===== config.mk =====
export PLATFORM = sky130hd
export DESIGN_NAME = pcs_sublayer_config_register
export DESIGN_NICKNAME = d
export VERILOG_FILES = /design/src/verilog/tx_gate.v /design/src/verilog/preamble_check.v /design/src/verilog/pcs_sublayer_config_register.v
export VERILOG_INCLUDE_DIRS = /design/src /design/src/verilog
export SDC_FILE = /design/constraint.sdc
export NUM_CORES = 1
export LEC_CHECK = 0
export BUFFER_PORTS_ARGS = -buffer_cell sky130_fd_sc_hd__buf_2
export CAP_MARGIN = 20
export CORE_MARGIN = 1.5
export CORE_UTILIZATION = 54
export CTS_CLUSTER_DIAMETER = 80
export CTS_CLUSTER_SIZE = 30
export DETAILED_ROUTE_END_ITERATION = 6
export PLACE_DENSITY = 0.83
export SKIP_CTS_REPAIR_TIMING = 1
export SYNTH_ARGS = -nofsm -noshare
export SYNTH_HDL_FRONTEND = slang
export SYNTH_SLANG_ARGS = --single-unit

===== constraint.sdc =====
create_clock -name mclk_in -period 4.2 [get_ports mclk_in]
set_clock_uncertainty 0.1 [all_clocks]
set_input_delay 0.21 -clock mclk_in [delete_from_list [all_inputs] [get_ports mclk_in]]
set_output_delay 0.21 -clock mclk_in [all_outputs]
set_load 0.05 [all_outputs]

===== src/verilog/pcs_cfg_defines.vh =====
// Purpose: Constants for the PCS sub-layer configuration register block
// Assumes: 16-bit management registers addressed by a 5-bit register number
// Notes:   Field positions are bit indices within the control word; STATUS_PRE_SUPP_BIT is in the status word
`ifndef PCS_CFG_DEFINES_VH
`define PCS_CFG_DEFINES_VH

`define PCS_CTRL_ADDR        5'h17
`define BASIC_STATUS_ADDR    5'h01
`define LEGACY_CFG_ADDR      5'h1C

`define BIT_NRZI_EN          15
`define BIT_TIMEOUT_SEL      14
`define BIT_TIMEOUT_DIS      13
`define BIT_REPEATER         12
`define BIT_LED5_MODE        11
`define BIT_UNLOCK           10
`define BIT_PREAMBLE_REQ     9
`define BIT_FAST_TEST        8
`define BIT_CLK_OFF          7
`define BIT_LINK_CHECK       6
`define BIT_CIM_OFF          5
`define BIT_TX_OFF           4

`define LEGACY_BIT           0
`define STATUS_PRE_SUPP_BIT  6

`define PREAMBLE_ONES        6'h20
`define FAST_DIV_NORMAL      8'h64
`define FAST_DIV_TEST        8'h01
`define BASIC_STATUS_BASE    16'h7849

`endif


===== src/verilog/tx_gate.v =====
// Purpose: Gate transmit enable on clean packet boundaries
// Assumes: tx_en_in synchronous to mclk_in
// Notes:   Gate state only changes while tx_en_in is low
`timescale 1ns/1ps
module tx_gate (
    input  wire mclk_in,
    input  wire resetn_in,
    input  wire tx_off_in,
    input  wire tx_en_in,
    output wire tx_en_out,
    output wire tx_blocked_out
);
    reg blocked_reg;
    wire blocked_next;

    ////////////////////////////////////////////////////////////////
    // Track disable only between packets
    // Finish current packet
    assign blocked_next = tx_en_in ? blocked_reg : tx_off_in;

    always @(posedge mclk_in) begin
        if (!resetn_in) begin
            blocked_reg <= 1'b0;
        end else begin
            blocked_reg <= blocked_next;
        end
    end

    assign tx_en_out      = tx_en_in & ~blocked_reg & ~(tx_off_in & ~tx_en_in);
    assign tx_blocked_out = blocked_reg;
endmodule


===== src/verilog/preamble_check.v =====
// Purpose: Count leading ones before a management frame start
// Assumes: bit_valid_in marks one sampled data bit per pulse
// Notes:   Saturating counter avoids wrap on long idle
`timescale 1ns/1ps
`include "pcs_cfg_defines.vh"
module preamble_check #(
    parameter [5:0] ONES_NEEDED = `PREAMBLE_ONES
) (
    input  wire mclk_in,
    input  wire resetn_in,
    input  wire bit_valid_in,
    input  wire bit_in,
    output wire preamble_seen_out
);
    reg  [5:0] ones_reg;
    wire [5:0] ones_next;

    ////////////////////////////////////////////////////////////////
    // Saturating count of contiguous ones
    // Count 32 ones
    assign ones_next = !bit_valid_in ? ones_reg :
                       !bit_in ? 6'h00 :
                       (ones_reg == ONES_NEEDED) ? ones_reg : ones_reg + 6'h01;

    always @(posedge mclk_in) begin
        if (!resetn_in) begin
            ones_reg <= 6'h00;
        end else begin
            ones_reg <= ones_next;
        end
    end

    assign preamble_seen_out = (ones_reg == ONES_NEEDED);
endmodule


===== src/verilog/pcs_sublayer_config_register.v =====
// Purpose: PCS sub-layer configuration register with its control effects
// Assumes: Management frame decoder supplies register number and strobes
// Notes:   Bits 3..0 are stored plainly; their effects live elsewhere
`timescale 1ns/1ps
`include "pcs_cfg_defines.vh"
module pcs_sublayer_config_register (
    input  wire        mclk_in,
    input  wire        resetn_in,
    input  wire        test_mode_pin_in,
    input  wire        repeater_pin_in,
    input  wire [4:0]  reg_addr_in,
    input  wire        reg_wr_in,
    input  wire [15:0] reg_wdata_in,
    output reg  [15:0] reg_rdata_out,
    input  wire        legacy_mode_in,
    input  wire        mgmt_bit_valid_in,
    input  wire        mgmt_bit_in,
    input  wire        mgmt_frame_start_in,
    output wire        mgmt_frame_ok_out,
    input  wire        clock_out_25mhz_in,
    output wire        clock_out_25mhz_out,
    output wire        clock_out_25mhz_oe_out,
    input  wire        link_raw_in,
    output wire        link_ok_out,
    output wire        link_speed_100_out,
    output wire        link_led_out,
    input  wire        link_unstable_in,
    output wire        rx_enable_out,
    input  wire        tx_en_in,
    output wire        tx_en_out,
    input  wire        rx_active_in,
    output wire        crs_out,
    output wire        nrzi_enable_out,
    output reg         timer_tick_out
);
    reg  [15:0] ctrl_reg;
    reg  [15:0] ctrl_next;
    reg         strap_done_reg;
    reg         cim_trip_reg;
    reg  [7:0]  tick_cnt_reg;
    wire [7:0]  tick_limit;
    wire        preamble_seen;
    wire        tx_blocked;
    wire        tx_gated;
    wire        pre_req;
    wire        fast_test;
    wire [15:0] status_word;

    ////////////////////////////////////////////////////////////////
    // Effective values, masked in legacy mode
    // Legacy forces clear
    assign pre_req   = ctrl_reg[`BIT_PREAMBLE_REQ] & ~legacy_mode_in;
    assign fast_test = ctrl_reg[`BIT_FAST_TEST] & ~legacy_mode_in;

    ////////////////////////////////////////////////////////////////
    // Register write path
    always @* begin
        ctrl_next = ctrl_reg;
        if (reg_wr_in && reg_addr_in == `PCS_CTRL_ADDR) begin
            ctrl_next = reg_wdata_in;
            if (legacy_mode_in) begin
                ctrl_next[`BIT_PREAMBLE_REQ] = 1'b0;
                ctrl_next[`BIT_FAST_TEST]    = 1'b0;
            end
        end
    end

    // Straps caught on first clocked cycle after reset release
    always @(posedge mclk_in) begin
        if (!resetn_in) begin
            ctrl_reg       <= 16'h8040;
            strap_done_reg <= 1'b0;
        end else if (!strap_done_reg) begin
            strap_done_reg <= 1'b1;
            ctrl_reg       <= ctrl_reg;
            ctrl_reg[`BIT_CLK_OFF]  <= ~test_mode_pin_in;
            ctrl_reg[`BIT_CIM_OFF]  <= ~repeater_pin_in;
            ctrl_reg[`BIT_REPEATER] <= repeater_pin_in;
        end else begin
            ctrl_reg <= ctrl_next;
        end
    end

    ////////////////////////////////////////////////////////////////
    // Read path, registered data
    // Inverse preamble status
    assign status_word = (`BASIC_STATUS_BASE & ~(16'h0001 << `STATUS_PRE_SUPP_BIT))
                         | ({15'h0000, ~pre_req} << `STATUS_PRE_SUPP_BIT);

    always @(posedge mclk_in) begin
        if (!resetn_in) begin
            reg_rdata_out <= 16'h0000;
        end else begin
            case (reg_addr_in)
                `PCS_CTRL_ADDR: begin
                    reg_rdata_out <= {ctrl_reg[15:10], pre_req, fast_test, ctrl_reg[7:0]};
                end
                `BASIC_STATUS_ADDR: begin
                    reg_rdata_out <= status_word;
                end
                default: begin
                    reg_rdata_out <= 16'h0000;
                end
            endcase
        end
    end

    ////////////////////////////////////////////////////////////////
    // Management frame acceptance
    preamble_check #(
        .ONES_NEEDED (`PREAMBLE_ONES)
    ) u_pre (
        .mclk_in           (mclk_in),
        .resetn_in         (resetn_in),
        .bit_valid_in      (mgmt_bit_valid_in),
        .bit_in            (mgmt_bit_in),
        .preamble_seen_out (preamble_seen)
    );

    assign mgmt_frame_ok_out = mgmt_frame_start_in & (~pre_req | preamble_seen);

    ////////////////////////////////////////////////////////////////
    // Timer tick prescaler, sped up in fast test
    // Fast timer divider
    assign tick_limit = fast_test ? `FAST_DIV_TEST : `FAST_DIV_NORMAL;

    always @(posedge mclk_in) begin
        if (!resetn_in) begin
            tick_cnt_reg   <= 8'h00;
            timer_tick_out <= 1'b0;
        end else if (tick_cnt_reg >= tick_limit - 8'h01) begin
            tick_cnt_reg   <= 8'h00;
            timer_tick_out <= 1'b1;
        end else begin
            tick_cnt_reg   <= tick_cnt_reg + 8'h01;
            timer_tick_out <= 1'b0;
        end
    end

    ////////////////////////////////////////////////////////////////
    // Clock output drive; off bit cuts both level and enable
    // Tri-state clock output
    assign clock_out_25mhz_out    = clock_out_25mhz_in & ~ctrl_reg[`BIT_CLK_OFF];
    assign clock_out_25mhz_oe_out = ~ctrl_reg[`BIT_CLK_OFF];

    ////////////////////////////////////////////////////////////////
    // Link forcing
    // Force link OK
    assign link_ok_out        = ctrl_reg[`BIT_LINK_CHECK] ? link_raw_in : 1'b1;
    assign link_speed_100_out = ~ctrl_reg[`BIT_LINK_CHECK];
    assign link_led_out       = link_ok_out;

    ////////////////////////////////////////////////////////////////
    // Carrier integrity monitor trip, sticky until monitor off
    // Unstable link blocks
    always @(posedge mclk_in) begin
        if (!resetn_in) begin
            cim_trip_reg <= 1'b0;
        end else if (ctrl_reg[`BIT_CIM_OFF]) begin
            cim_trip_reg <= 1'b0;
        end else if (link_unstable_in) begin
            cim_trip_reg <= 1'b1;
        end
    end

    assign rx_enable_out = ~cim_trip_reg;

    ////////////////////////////////////////////////////////////////
    // Transmit gating on packet boundaries
    tx_gate u_txg (
        .mclk_in        (mclk_in),
        .resetn_in      (resetn_in),
        .tx_off_in      (ctrl_reg[`BIT_TX_OFF]),
        .tx_en_in       (tx_en_in),
        .tx_en_out      (tx_gated),
        .tx_blocked_out (tx_blocked)
    );

    assign tx_en_out = tx_gated & ~cim_trip_reg;

    ////////////////////////////////////////////////////////////////
    // Carrier sense source select
    // Repeater carrier sense
    assign crs_out = ctrl_reg[`BIT_REPEATER] ? rx_active_in : (rx_active_in | (tx_en_in & ~tx_blocked));

    assign nrzi_enable_out = ctrl_reg[`BIT_NRZI_EN];
endmodule


## After elaboration in Yosys (flattened, before gate mapping)

Cells that the tools add are included.

- Bits in registers: 50
- Bits in latches: 0
- Bits in writable memories: 0
- Memory bits (read-only): 0
- Bits of input ports: 35
- Word-level logic and storage cells: 55
- Memories kept: 0

- Add/subtract/negate cells: 3
- Multiply operators: 0
- Div/mod/pow operators: 0
- Magnitude comparators: 1
- Equal/unequal tests: 5
- Shift operators: 0
- Muxes and demuxes: 11
- Bitwise gates (word level): 21
- Reduce and logical (&&, ||, !) cells: 5

Operators by type and width:

| cell | number |
|---|---|
| $pmux W16 S2 | 1 |
| $mux W13 | 2 |
| $mux W6 | 2 |
| $not A1 Y1 | 11 |
| $add A8 B1 Y8 const B | 1 |
| $and A1 B1 Y1 | 8 |
| $ge A8 B8 Y1 | 1 |
| $sub A7 B1 Y8 const B | 1 |
| $mux W7 | 1 |
| $add A6 B1 Y6 const B | 1 |
| $eq A6 B6 Y1 const B | 1 |
| $eq A5 B1 Y1 const B | 1 |
| $eq A5 B5 Y1 const B | 1 |
| $mux W1 | 4 |
| $reduce_and A2 Y1 | 2 |
| $reduce_or A2 Y1 | 2 |
| $mux W2 | 1 |
| $ne A2 B1 Y1 const B | 1 |
| $ne A2 B2 Y1 const B | 1 |
| $or A1 B1 Y1 | 2 |
| $logic_and A1 B1 Y1 | 1 |

## Longest topological paths before layout

Gate-level depths: netlist of run 1.

- Depth after elaboration: 6
- Depth in mapped cells: 7

## Modules after synthesis

A second synthesis of run 1 with hierarchy kept.

- Cells, all modules: 224
- Area total of the unflattened synthesis: 2063.2 um2

Modules (own cells, without submodules):

| module | instances | cells each | area each (um2) | sequential area each (um2) |
|---|---|---|---|---|
| pcs_sublayer_config_register | 1 | 177 | 1682.9 | 860.8 |
| preamble_check | 1 | 43 | 337.8 | 120.1 |
| tx_gate | 1 | 4 | 42.5 | 20.0 |

## Least setup slack after synthesis of run 1

No wires, ideal clock.

- Path type: reg2out
- Start: register u_pre.ones_reg[0]
- End: output mgmt_frame_ok_out
- Arrival time: 1494 ps
- Required time: 3890 ps
- Path slack: 2396 ps
- Cell stages (with the launch flop): 6
- Buffers on the path: 0
- Path through: dfxtp_1 -> inv_1 -> ha_1 -> nor2b_1 -> a31oi_1 -> nor2b_1

- Cells in the longest elaborated chain, start to end: 3

Ends and longest elaborated chain:

| what | RTL line | text |
|---|---|---|
| from (decl) | preamble_check.v:15 | `reg [5:0] ones_reg;` |
| from (signal assigned) | preamble_check.v:29 | `ones_reg <= ones_next;` |
| $eq A6 B6 Y1 | preamble_check.v:33 | `assign preamble_seen_out = (ones_reg == ONES_NEEDED);` |
| $or A1 B1 Y1 | pcs_sublayer_config_register.v:120 | `assign mgmt_frame_ok_out = mgmt_frame_start_in & (~pre_req \| preamble_seen);` |
| $and A1 B1 Y1 | pcs_sublayer_config_register.v:120 |  |
| to (decl) | pcs_sublayer_config_register.v:19 | `output wire mgmt_frame_ok_out,` |

Every way passes these cells.

## Worst setup path in the final report of run 1

Same ends and word-level chain as after synthesis.

==> run_results.csv, run 1 <==
group,metric,value,unit
worst_hold_path,worst_hold_path.endpoint,"ctrl_reg[6]",
critical_path,reg2reg_to,"tick_cnt_reg[4]",
power,share_clk_of_total_power,30.2,%
critical_path,crit_path_start_kind,"flop",
power,seqPwrFrac,54.2,%
power,totalPowerFinal,0.953,mW
power,cell_internal_pwr,0.681,mW
timing,slew_headroom,47.0,%
global_routing,maximum_number_of_pins_on_one_net_before_global_route_repair,38,
timing,timing.fmax,533,MHz
critical_path,critPathCaptureType,"primary output",
synthesis,synthesis.yosys.warnings,0,
cts,clock_sinks,50,
place,finalWeightedCongestion,0.837,
die,floorplan.core_area,0.00363,sq mm
timing,hold-worst-slack,15.6,ps
drt,first_iter_violations,136,
power,ir_worst_vdd,0.000315,V
power,pwr-share-comb,15.6,%
drt,post_route_wl,3780,um
timing,rsz0062_at_grt,"false",
synthesis,post_synth_inst_count,220,
cts,cts.htree.levels,2,
cts,number_of_buffers_on_the_longest_clock_path,2,
drt,detail_route.wl_per_cell,11.6,um
global_routing,grt_first_pass_wirelength,6290,um
cts,path_clk_slew,100,ps
critical_path,cp.arrival,1570,ps
synthesis,synth_sequential_area_ratio,49.4,%
synthesis,synthDistinctLibCells,39,
timing,final.period_utilization,44.7,%
worst_hold_path,hp-class,"in2reg",
cts,root_buffer,"clkbuf_8",
synthesis,synthMostInstantiatedCell,"dfxtp_1",
die,die-height,64.3,um
drt,route.detailed.drc,0,
synthesis,asyncSetResetFlopFracSynth,0,%
timing,final_number_of_max_transition_violations,0,
cts,tritoncts.num_buffers,5,
global_routing,number_of_antenna_violations_at_the_first_check_in_global_routing,0,
critical_path,crit_path_frequent_cell,"nor2b_1",
power,leakagePower,1.15,nW
critical_path,critical_path.max_fanout,3,
timing,finalSetupTns,0,ps
drt,dr.pass1.iters,4,
worst_hold_path,min_from,"reg_wdata_in[6]",
synthesis,postSynth.topFlopCell,"dfxtp_1",
run,max-cap-violations,0,
power,power.share.switching,28.5,%
synthesis,top_cell_types_by_occurrence_after_synthesis,"50 x dfxtp_1, 21 x nand2_1, 18 x nor2_1",
die,die_area,0.00413,sq mm
critical_path,critical-path-slowest-cell,"dfxtp_1",
critical_path,critical_path_required,3890,ps
cts,clk-insertion-delay-late,310,ps
synthesis,synth-edff-count,0,
die,dieWidth,64.3,um
final_layout,layout_cells_sized_above_1,27.0,%
drt,via_count_normalized_by_instance_count,4.98,
timing,worst_slew_pin_slew,789,ps
synthesis,ys_ff_latch,50,
global_routing,grt.overflow.total,0,
run_status,outcome,"finished clean",
final_layout,syn2layout_area_growth,20.3,%
synthesis,synth_top_cells_by_area,"dfxtp_1 49%, ha_1 4.3%, o21ai_0 3.9%",
place,detailedPlacementHpwl,2690,um
global_routing,grt_util_all_layers,19.7,%
synthesis,synthesized_area_per_cell,9.22,sq um
cts,tritoncts,"built",
timing,period_minus_slack,1880,ps
die,io_pins,62,
drt,drt.antenna.violating_nets,0,
final_layout,diodes,0,
timing,finalSetupViolations,0,
synthesis,syn_nets,262,
place,port_buffer_count,61,
global_routing,first_global_vias,1398,
synthesis,synth.top_cell.area_share,49.4,%
critical_path,worstRegToRegCells,7,
die,row_count,22,
synthesis,leading_area_contributor_after_synthesis,"dfxtp_1",
critical_path,criticalPathCategory,"reg2out",
worst_hold_path,hold_path_depth,3,
timing,final-hold-violation-count,0,
power,power.net_switching,0.272,mW
critical_path,ff2ff_setup_slack,2410,ps
drt,detailroute.via_count,1623,
critical_path,timing.critical_path.slowest_cell_delay,330,ps
die,initial_core_util,55.8,%
critical_path,crit_path_cell_trace,"inv_1, ha_1, nor2b_1, a31oi_1, nor2b_1, buf_2",
critical_path,reg2reg_from,"ctrl_reg[8]",
synthesis,post_synthesis_cell_area,0.00203,sq mm
power,cellPowerDensity,391,mW/mm^2
final_layout,nNetsFinal,319,
==> worst max-delay path, delay by kind of cell (launching register included) <==
family / cells / cell delay [ps]
AOI/OAI and AO/OA: 1 / 110
adders and majority gates: 1 / 140
buffers and inverters: 2 / 360
DFF: 1 / 330
and+or+nand+nor: 2 / 320
==> power by group through the flow <==
| stage | combinational, mW | sequential (mW) | clock (mW) |
|---|---|---|---|
| 2_1_floorplan | 0.113 | 0.524 | 0 |
| 3_3_place_gp | 0.147 | 0.526 | 0 |
| 3_5_place_dp | 0.150 | 0.527 | 0 |
| 4_1_cts | 0.151 | 0.516 | 0.295 |
| 5_1_grt | 0.168 | 0.521 | 0.317 |
| 6_report | 0.149 | 0.516 | 0.288 |
==> stage by stage <==
stage	instances	area (sq um)	setup WS, ps	util (%)
after detailed placement	318	2340	2360	64.5
after global placement	318	2340	2420	64.5
after CTS	326	2440	2320	67.1
after global routing	326	2440	2200	67.1
final	326	2440	2320	67.1
after floorplan	220	2030	2400	-
==> how the worst max path moves through the flow <==
stage                           start                 to  cells after the start
CTS                 u_pre.ones_reg[0]  mgmt_frame_ok_out                      6
floorplan           u_pre.ones_reg[0]  mgmt_frame_ok_out                      5
detailed placement          resetn_in   reg_rdata_out[6]                      4
finish              u_pre.ones_reg[0]  mgmt_frame_ok_out                      6
global route        u_pre.ones_reg[0]  mgmt_frame_ok_out                      6
global placement       legacy_mode_in    tick_cnt_reg[7]                      8
==> cell families (layout without fill, tap and decap cells) <==
family,count (synthesis),count (layout),share of synthesized area (%)
adders and majority gates,7,7,4.32
DFF,50,50,49.4
xor gates and xnor gates,9,9,3.89
AOI/OAI and AO/OA,39,39,13.2
muxes,5,5,2.47
and+or+nand+nor,86,86,22.0
buffers and inverters,24,82,4.81
==> cell usage in the layout (no fill, tap or decap), drive strengths merged, types with 6 or more instances in the layout <==
master	n
a21oi	7
nand2	21
nor2b	6
a21o	6
o21ai	17
nand3	12
nor2	18
buf	61
and2	8
inv	15
dfxtp	50
ha	7
==> final cells by class <==
cell class | instances | area, sq um
flip-flops and latches | 50 | 1000
clock buffers | 5 | 68.8
well taps | 48 | 60.1
fillers | 313 | 1190
inverters | 13 | 48.8
multi-input cells | 146 | 930
repair buffers | 61 | 305
clock inverters | 3 | 26.3
==> metal layers <==
layer  share of wire [%]  vias to the layer above  track usage [%]  routed length [um]
met5                   0                        -                0                   0
met4                 1.2                        0             4.79                  46
met1                  47                      719             25.6                1770
met2                  46                       43             31.4                1750
met3                 5.6                        5             6.69                 211
li1                    -                      856                -                   -
Note: power is estimated with default switching activity, not from simulation.
==> run 2: changes to the inputs <==
--- a/config.mk
+++ b/config.mk
@@ -6,14 +6,15 @@
 export SDC_FILE = /design/constraint.sdc
 export NUM_CORES = 1
 export LEC_CHECK = 0
+export ABC_AREA = 1
 export BUFFER_PORTS_ARGS = -buffer_cell sky130_fd_sc_hd__buf_2
 export CAP_MARGIN = 20
 export CORE_MARGIN = 1.5
-export CORE_UTILIZATION = 54
+export CORE_UTILIZATION = 51
 export CTS_CLUSTER_DIAMETER = 80
 export CTS_CLUSTER_SIZE = 30
 export DETAILED_ROUTE_END_ITERATION = 6
-export PLACE_DENSITY = 0.83
+export PLACE_DENSITY = 0.79
 export SKIP_CTS_REPAIR_TIMING = 1
 export SYNTH_ARGS = -nofsm -noshare
 export SYNTH_HDL_FRONTEND = slang
==> constraint.sdc (replaced) <==
create_clock -name mclk_in -period 1.9 [get_ports mclk_in]
set_clock_uncertainty 0.1 [all_clocks]
set_input_delay 0.095 -clock mclk_in [delete_from_list [all_inputs] [get_ports mclk_in]]
set_output_delay 0.095 -clock mclk_in [all_outputs]
set_load 0.05 [all_outputs]
==> run 2 against run 1 <==
Synthesized cell count is 27% higher. Combinational power is 46% higher. Total power is 100% higher. Hold slack worse by 6.1 ps. Setup slack worse by 2200 ps. Clock power is 120% higher. Core utilization hardly changed. Critical path depth is 2 higher. Non-clock buffer count is 15 higher.
==> run_results.csv, run 2 <==
group,metric,value,unit
cts,number_of_buffers_on_the_longest_clock_path,2,
cts,tritoncts,"built",
timing,final_number_of_max_transition_violations,0,
power,cellPowerDensity,707,mW/mm^2
power,share_clk_of_total_power,32.4,%
die,initial_core_util,53.5,%
synthesis,synthDistinctLibCells,29,
place,placed_area,0.00248,sq mm
power,totalPowerFinal,1.93,mW
synthesis,post_synth_inst_count,280,
synthesis,synth_sequential_area_ratio,46.1,%
synthesis,synth.top_cell.area_share,46.1,%
synthesis,synth-edff-count,0,
cts,clk-insertion-delay-late,290,ps
worst_hold_path,hold_path_depth,4,
synthesis,top_cell_types_by_occurrence_after_synthesis,"64 x nand2_1, 50 x dfxtp_1, 39 x nor2_1",
timing,worst_slew_pin_slew,643,ps
timing,finalSetupTns,0,ps
timing,final.period_utilization,91.1,%
critical_path,reg2reg_to,"tick_cnt_reg[7]",
final_layout,nNetsFinal,398,
global_routing,grt_first_pass_wirelength,6920,um
die,row_count,23,
final_layout,diodes,0,
synthesis,synthesized_area_per_cell,7.75,sq um
cts,clock_sinks,50,
synthesis,ys_ff_latch,50,
power,power.net_switching,0.479,mW
critical_path,critical_path.max_fanout,8,
drt,first_iter_violations,99,
global_routing,number_of_antenna_violations_at_the_first_check_in_global_routing,0,
final_layout,mostFrequentLayoutCells,"64 x nand2_1, 61 x buf_2, 50 x dfxtp_1, 39 x nor2_1, 38 x inv_1",
critical_path,critPathCaptureType,"flop",
drt,drt.antenna.violating_nets,0,
synthesis,synthMostInstantiatedCell,"nand2_1",
critical_path,ff2ff_setup_slack,170,ps
power,pwr-share-comb,11.3,%
power,seqPwrFrac,56.3,%
run,max-cap-violations,0,
timing,post-route-worst-setup-slack,169,ps
global_routing,first_global_vias,1583,
final_layout,most_frequent_standard_cell_in_the_layout_excluding_fill_and_tap_cells,"nand2_1",
timing,final-hold-violation-count,0,
synthesis,synthesis.yosys.warnings,0,
cts,tritoncts.num_buffers,5,
synthesis,synth_top_cells_by_area,"dfxtp_1 46%, nand2_1 11%, nor2_1 6.7%",
global_routing,grt_util_all_layers,19.7,%
worst_hold_path,hp-class,"in2reg",
power,leakagePower,1.31,nW
drt,detailroute.via_count,1886,
timing,timing.fmax,578,MHz
final_layout,finalNonFillerCells,407,
place,detailedPlacementHpwl,3170,um
timing,period_minus_slack,1730,ps
drt,detail_route.wl_per_cell,11.0,um
power,cell_internal_pwr,1.45,mW
worst_hold_path,worst_hold_path.endpoint,"ctrl_reg[5]",
cts,path_clk_slew,80,ps
critical_path,crit_path_start_kind,"flop",
critical_path,cp.arrival,1860,ps
die,floorplan.core_area,0.00406,sq mm
power,power.share.switching,24.9,%
die,io_pins,62,
critical_path,reg2reg_from,"ctrl_reg[8]",
final_layout,layout_cells_sized_above_1,25.8,%
critical_path,criticalPathCategory,"reg2reg",
drt,route.detailed.drc,0,
drt,dr.pass1.iters,4,
global_routing,grt.overflow.total,0,
die,dieWidth,68.2,um
global_routing,maximum_number_of_pins_on_one_net_before_global_route_repair,16,
drt,post_route_wl,4490,um
timing,finalSetupViolations,0,
final_layout,syn2layout_area_growth,25.7,%
synthesis,postSynth.topFlopCell,"dfxtp_1",
critical_path,setup.worst_path.start,"ctrl_reg[8]",
synthesis,asyncSetResetFlopFracSynth,0,%
synthesis,syn_nets,322,
timing,slew_headroom,57.1,%
die,die_area,0.00465,sq mm
drt,via_count_normalized_by_instance_count,4.63,
cts,cts.htree.levels,2,
critical_path,worstRegToRegCells,8,
critical_path,critical_path_required,2030,ps
final_layout,post-route-cell-area,0.00273,sq mm
die,die-height,68.2,um
place,port_buffer_count,61,
run_status,outcome,"finished clean",
synthesis,leading_area_contributor_after_synthesis,"dfxtp_1",
worst_hold_path,min_from,"repeater_pin_in",
place,place_ws,184,ps
cts,root_buffer,"clkbuf_8",
power,ir_worst_vdd,0.000504,V
place,dp_cells,384,
synthesis,post_synthesis_cell_area,0.00217,sq mm
timing,rsz0062_at_grt,"false",
place,finalWeightedCongestion,0.786,
[run 2: changes by cell type in the layout (fill, tap and decap cells not counted), sizes merged, moves of 7 or more]
cell,change
nand2,+52
inv,+23
nor2,+22
dlygate4sd3,+15
o21ai,-15
and2,-8
nand3,+8
a21oi,+7
nand4,+7
[run 2: power groups by stage]
stage	logic (mW)	registers [mW]	clock network, mW
after detailed placement	0.193	1.11	0
final	0.218	1.09	0.624
after global routing	0.244	1.09	0.674
after floorplan	0.122	1.11	0
after global placement	0.189	1.11	0
after CTS	0.193	1.09	0.638
[run 2: logic make-up (layout without fill, tap and decap cells)]
group | after synthesis | count (layout) | share of synthesized area [%]
and+or+nand+nor | 151 | 151 | 31.8
AOI/OAI and AO/OA | 20 | 20 | 6.40
DFF | 50 | 50 | 46.1
buffers and inverters | 46 | 123 | 9.23
adders and majority gates | 7 | 7 | 4.04
xor gates and xnor gates | 6 | 6 | 2.42
[run 2: metal layers]
metal | share of wire [%] | track usage [%] | vias to the layer above
li1 | - | - | 1022
met1 | 47 | 25.4 | 817
met2 | 48 | 32.0 | 42
met3 | 4.3 | 6.25 | 5
met4 | 0.76 | 4.50 | 0
met5 | 0 | 0 | -
[run 2: critical path, cell delays in order, from the launching register on]
cell and delay [ps]:
dfxtp_1 310, inv_1 40, nor2_1 220, ha_1 300, nand2_1 70, a21oi_1 60
nor2_1 170, nand4_2 240, nor2_1 150
[run 2: how the worst max path moves through the flow]
stage                        end  depth (start not counted)
6_report         tick_cnt_reg[7]                          8
5_1_grt          tick_cnt_reg[7]                          8
4_1_cts          tick_cnt_reg[7]                          8
3_5_place_dp     tick_cnt_reg[7]                          8
3_3_place_gp     tick_cnt_reg[7]                          8
2_1_floorplan  mgmt_frame_ok_out                          4
[run 2: layout make-up]
cell class | instances | area, sq um
Sequential cell | 50 | 1000
Multi-Input combinational cell | 184 | 968
Inverter | 39 | 148
Fill cell | 334 | 1330
Clock buffer | 7 | 86.3
Clock inverter | 1 | 5.00
Timing Repair Buffer | 76 | 455
Tap cell | 50 | 62.6
[run 2: stage by stage]
stage	hold slack, ps	util [%]
2_1_floorplan	22.7	-
3_3_place_gp	195	61.2
3_5_place_dp	203	61.2
4_1_cts	-108	63.5
5_1_grt	31.3	67.2
6_report	9.48	67.2
==> run 3: changes to the inputs <==
--- a/config.mk
+++ b/config.mk
@@ -14,6 +14,7 @@
 export CTS_CLUSTER_DIAMETER = 80
 export CTS_CLUSTER_SIZE = 30
 export DETAILED_ROUTE_END_ITERATION = 6
+export HOLD_SLACK_MARGIN = 0.06
 export PLACE_DENSITY = 0.79
 export SKIP_CTS_REPAIR_TIMING = 1
 export SYNTH_ARGS = -nofsm -noshare
==> run 3 against run 2 <==
Largest power group unchanged. Combinational power rose by 4%. Count of clock-buffer cells in the layout did not move. Global-route usage did not move. Register-to-register slack barely moved. Final area rose by 1.8%. Largest cell class unchanged. Die area did not move.
==> run_results.csv, run 3 (synthesis results as in run 2) <==
group,metric,value,unit
timing,slew_headroom,57.4,%
timing,rsz0062_at_grt,"false",
drt,drt.antenna.violating_nets,0,
critical_path,timing.critical_path.slowest_cell_delay,310,ps
place,port_buffer_count,61,
drt,post_route_wl,4590,um
place,dp_cells,384,
timing,finalSetupViolations,0,
critical_path,critical_path.max_fanout,8,
die,die-height,68.2,um
cts,path_clk_slew,80,ps
critical_path,crit_path_frequent_cell,"nor2_1",
die,row_count,23,
drt,detailroute.via_count,1925,
timing,timing.fmax,577,MHz
drt,first_iter_violations,92,
cts,root_buffer,"clkbuf_8",
drt,detail_route.wl_per_cell,11.1,um
critical_path,cp.arrival,1860,ps
timing,post-route-worst-setup-slack,166,ps
global_routing,maximum_number_of_pins_on_one_net_before_global_route_repair,16,
global_routing,grt_first_pass_wirelength,6920,um
timing,final.period_utilization,91.3,%
final_layout,syn2layout_area_growth,28.0,%
final_layout,mostFrequentLayoutCells,"64 x nand2_1, 61 x buf_2, 50 x dfxtp_1, 39 x nor2_1, 38 x inv_1",
final_layout,layout_cells_sized_above_1,25.4,%
critical_path,critPathCaptureType,"flop",
place,finalWeightedCongestion,0.786,
cts,clock_sinks,50,
final_layout,finalNonFillerCells,412,
final_layout,most_frequent_standard_cell_in_the_layout_excluding_fill_and_tap_cells,"nand2_1",
die,initial_core_util,53.5,%
run,max-cap-violations,0,
cts,cts.htree.levels,2,
final_layout,nNetsFinal,403,
cts,clk-insertion-delay-late,290,ps
drt,dr.pass1.iters,4,
place,place_ws,184,ps
die,floorplan.core_area,0.00406,sq mm
critical_path,crit_path_start_kind,"flop",
timing,final_number_of_max_transition_violations,0,
place,detailedPlacementHpwl,3170,um
global_routing,grt_util_all_layers,19.7,%
timing,finalSetupTns,0,ps
die,die_area,0.00465,sq mm
power,cellPowerDensity,696,mW/mm^2
drt,via_count_normalized_by_instance_count,4.67,
cts,tritoncts,"built",
timing,period_minus_slack,1730,ps
final_layout,diodes,0,
cts,tritoncts.num_buffers,5,
critical_path,criticalPathCategory,"reg2reg",
critical_path,critical-path-slowest-cell,"dfxtp_1",
global_routing,number_of_antenna_violations_at_the_first_check_in_global_routing,0,
timing,worst_slew_pin_slew,639,ps
cts,number_of_buffers_on_the_longest_clock_path,2,
critical_path,critical_path_required,2030,ps
final_layout,filler_cell_count,329,
power,leakagePower,1.34,nW
critical_path,crit_path_cell_trace,"inv_1, nor2_1, ha_1, nand2_1, a21oi_1, nor2_1, nand4_2, nor2_1",
die,dieWidth,68.2,um
die,io_pins,62,
global_routing,grt.overflow.total,0,
timing,final-hold-violation-count,0,
power,totalPowerFinal,1.93,mW
drt,route.detailed.drc,0,
worst_hold_path,hp-class,"in2reg",
power,ir_worst_vdd,0.000500,V
global_routing,first_global_vias,1583,
timing,hold-worst-slack,18.6,ps
run_status,outcome,"finished clean",
[run 3: cell count changes in the layout (fill, tap and decap cells not counted)]
cell / change
dlygate4sd3_1: +5
[run 3: worst max-delay path: cells and delay by family (launching register included)]
kind | cells | cell delay, ps
compound gates | 1 | 60
fa+ha+maj | 1 | 300
buf+inv | 1 | 40
flops | 1 | 310
simple gates | 5 | 850
[run 3: worst paths after layout]
| path | startpoint | endpoint | slack [ps] | cells past startpoint |
|---|---|---|---|---|
| worst max-delay path | ctrl_reg[8] | tick_cnt_reg[7] | 170 | 8 |
| worst min-delay path | reg_wdata_in[5] | ctrl_reg[5] | 20 | 3 |
| worst max register to register | ctrl_reg[8] | tick_cnt_reg[7] | 170 | 8 |
| worst min register to register | ctrl_reg[5] | cim_trip_reg | 330 | 1 |
[run 3: report_power, final]
group	internal (mW)	switching [mW]	total, mW	leakage (nW)
combinational	0.0927	0.133	0.226	0.882
clock	0.294	0.327	0.621	0.0482
sequential	1.07	0.0180	1.09	0.406
[run 3: area by class of cell]
| type | count | area [sq um] | share of cell area [%] |
|---|---|---|---|
| Tap cell | 50 | 62.6 | 2.25 |
| Multi-Input combinational cell | 184 | 968 | 34.9 |
| Sequential cell | 50 | 1000 | 36.1 |
| Inverter | 39 | 148 | 5.32 |
| Clock inverter | 1 | 5.00 | 0.180 |
| Timing Repair Buffer | 81 | 505 | 18.2 |
| Clock buffer | 7 | 86.3 | 3.11 |
[run 3: per-layer routing]
metal | vias to the layer above | part of all wire, % | track usage [%] | wire [um]
li1 | 1032 | - | - | -
met1 | 843 | 46 | 25.4 | 2120
met2 | 45 | 49 | 32.0 | 2240
met3 | 5 | 4.2 | 6.25 | 193
met4 | 0 | 0.74 | 4.50 | 34
met5 | - | 0 | 0 | 0
[run 3: metrics by stage]
step	cell area [sq um]	util, %
detailed placement	2480	61.2
finish	2780	68.4
floorplan	2170	-
global route	2780	68.4
CTS	2580	63.5
global placement	2480	61.2
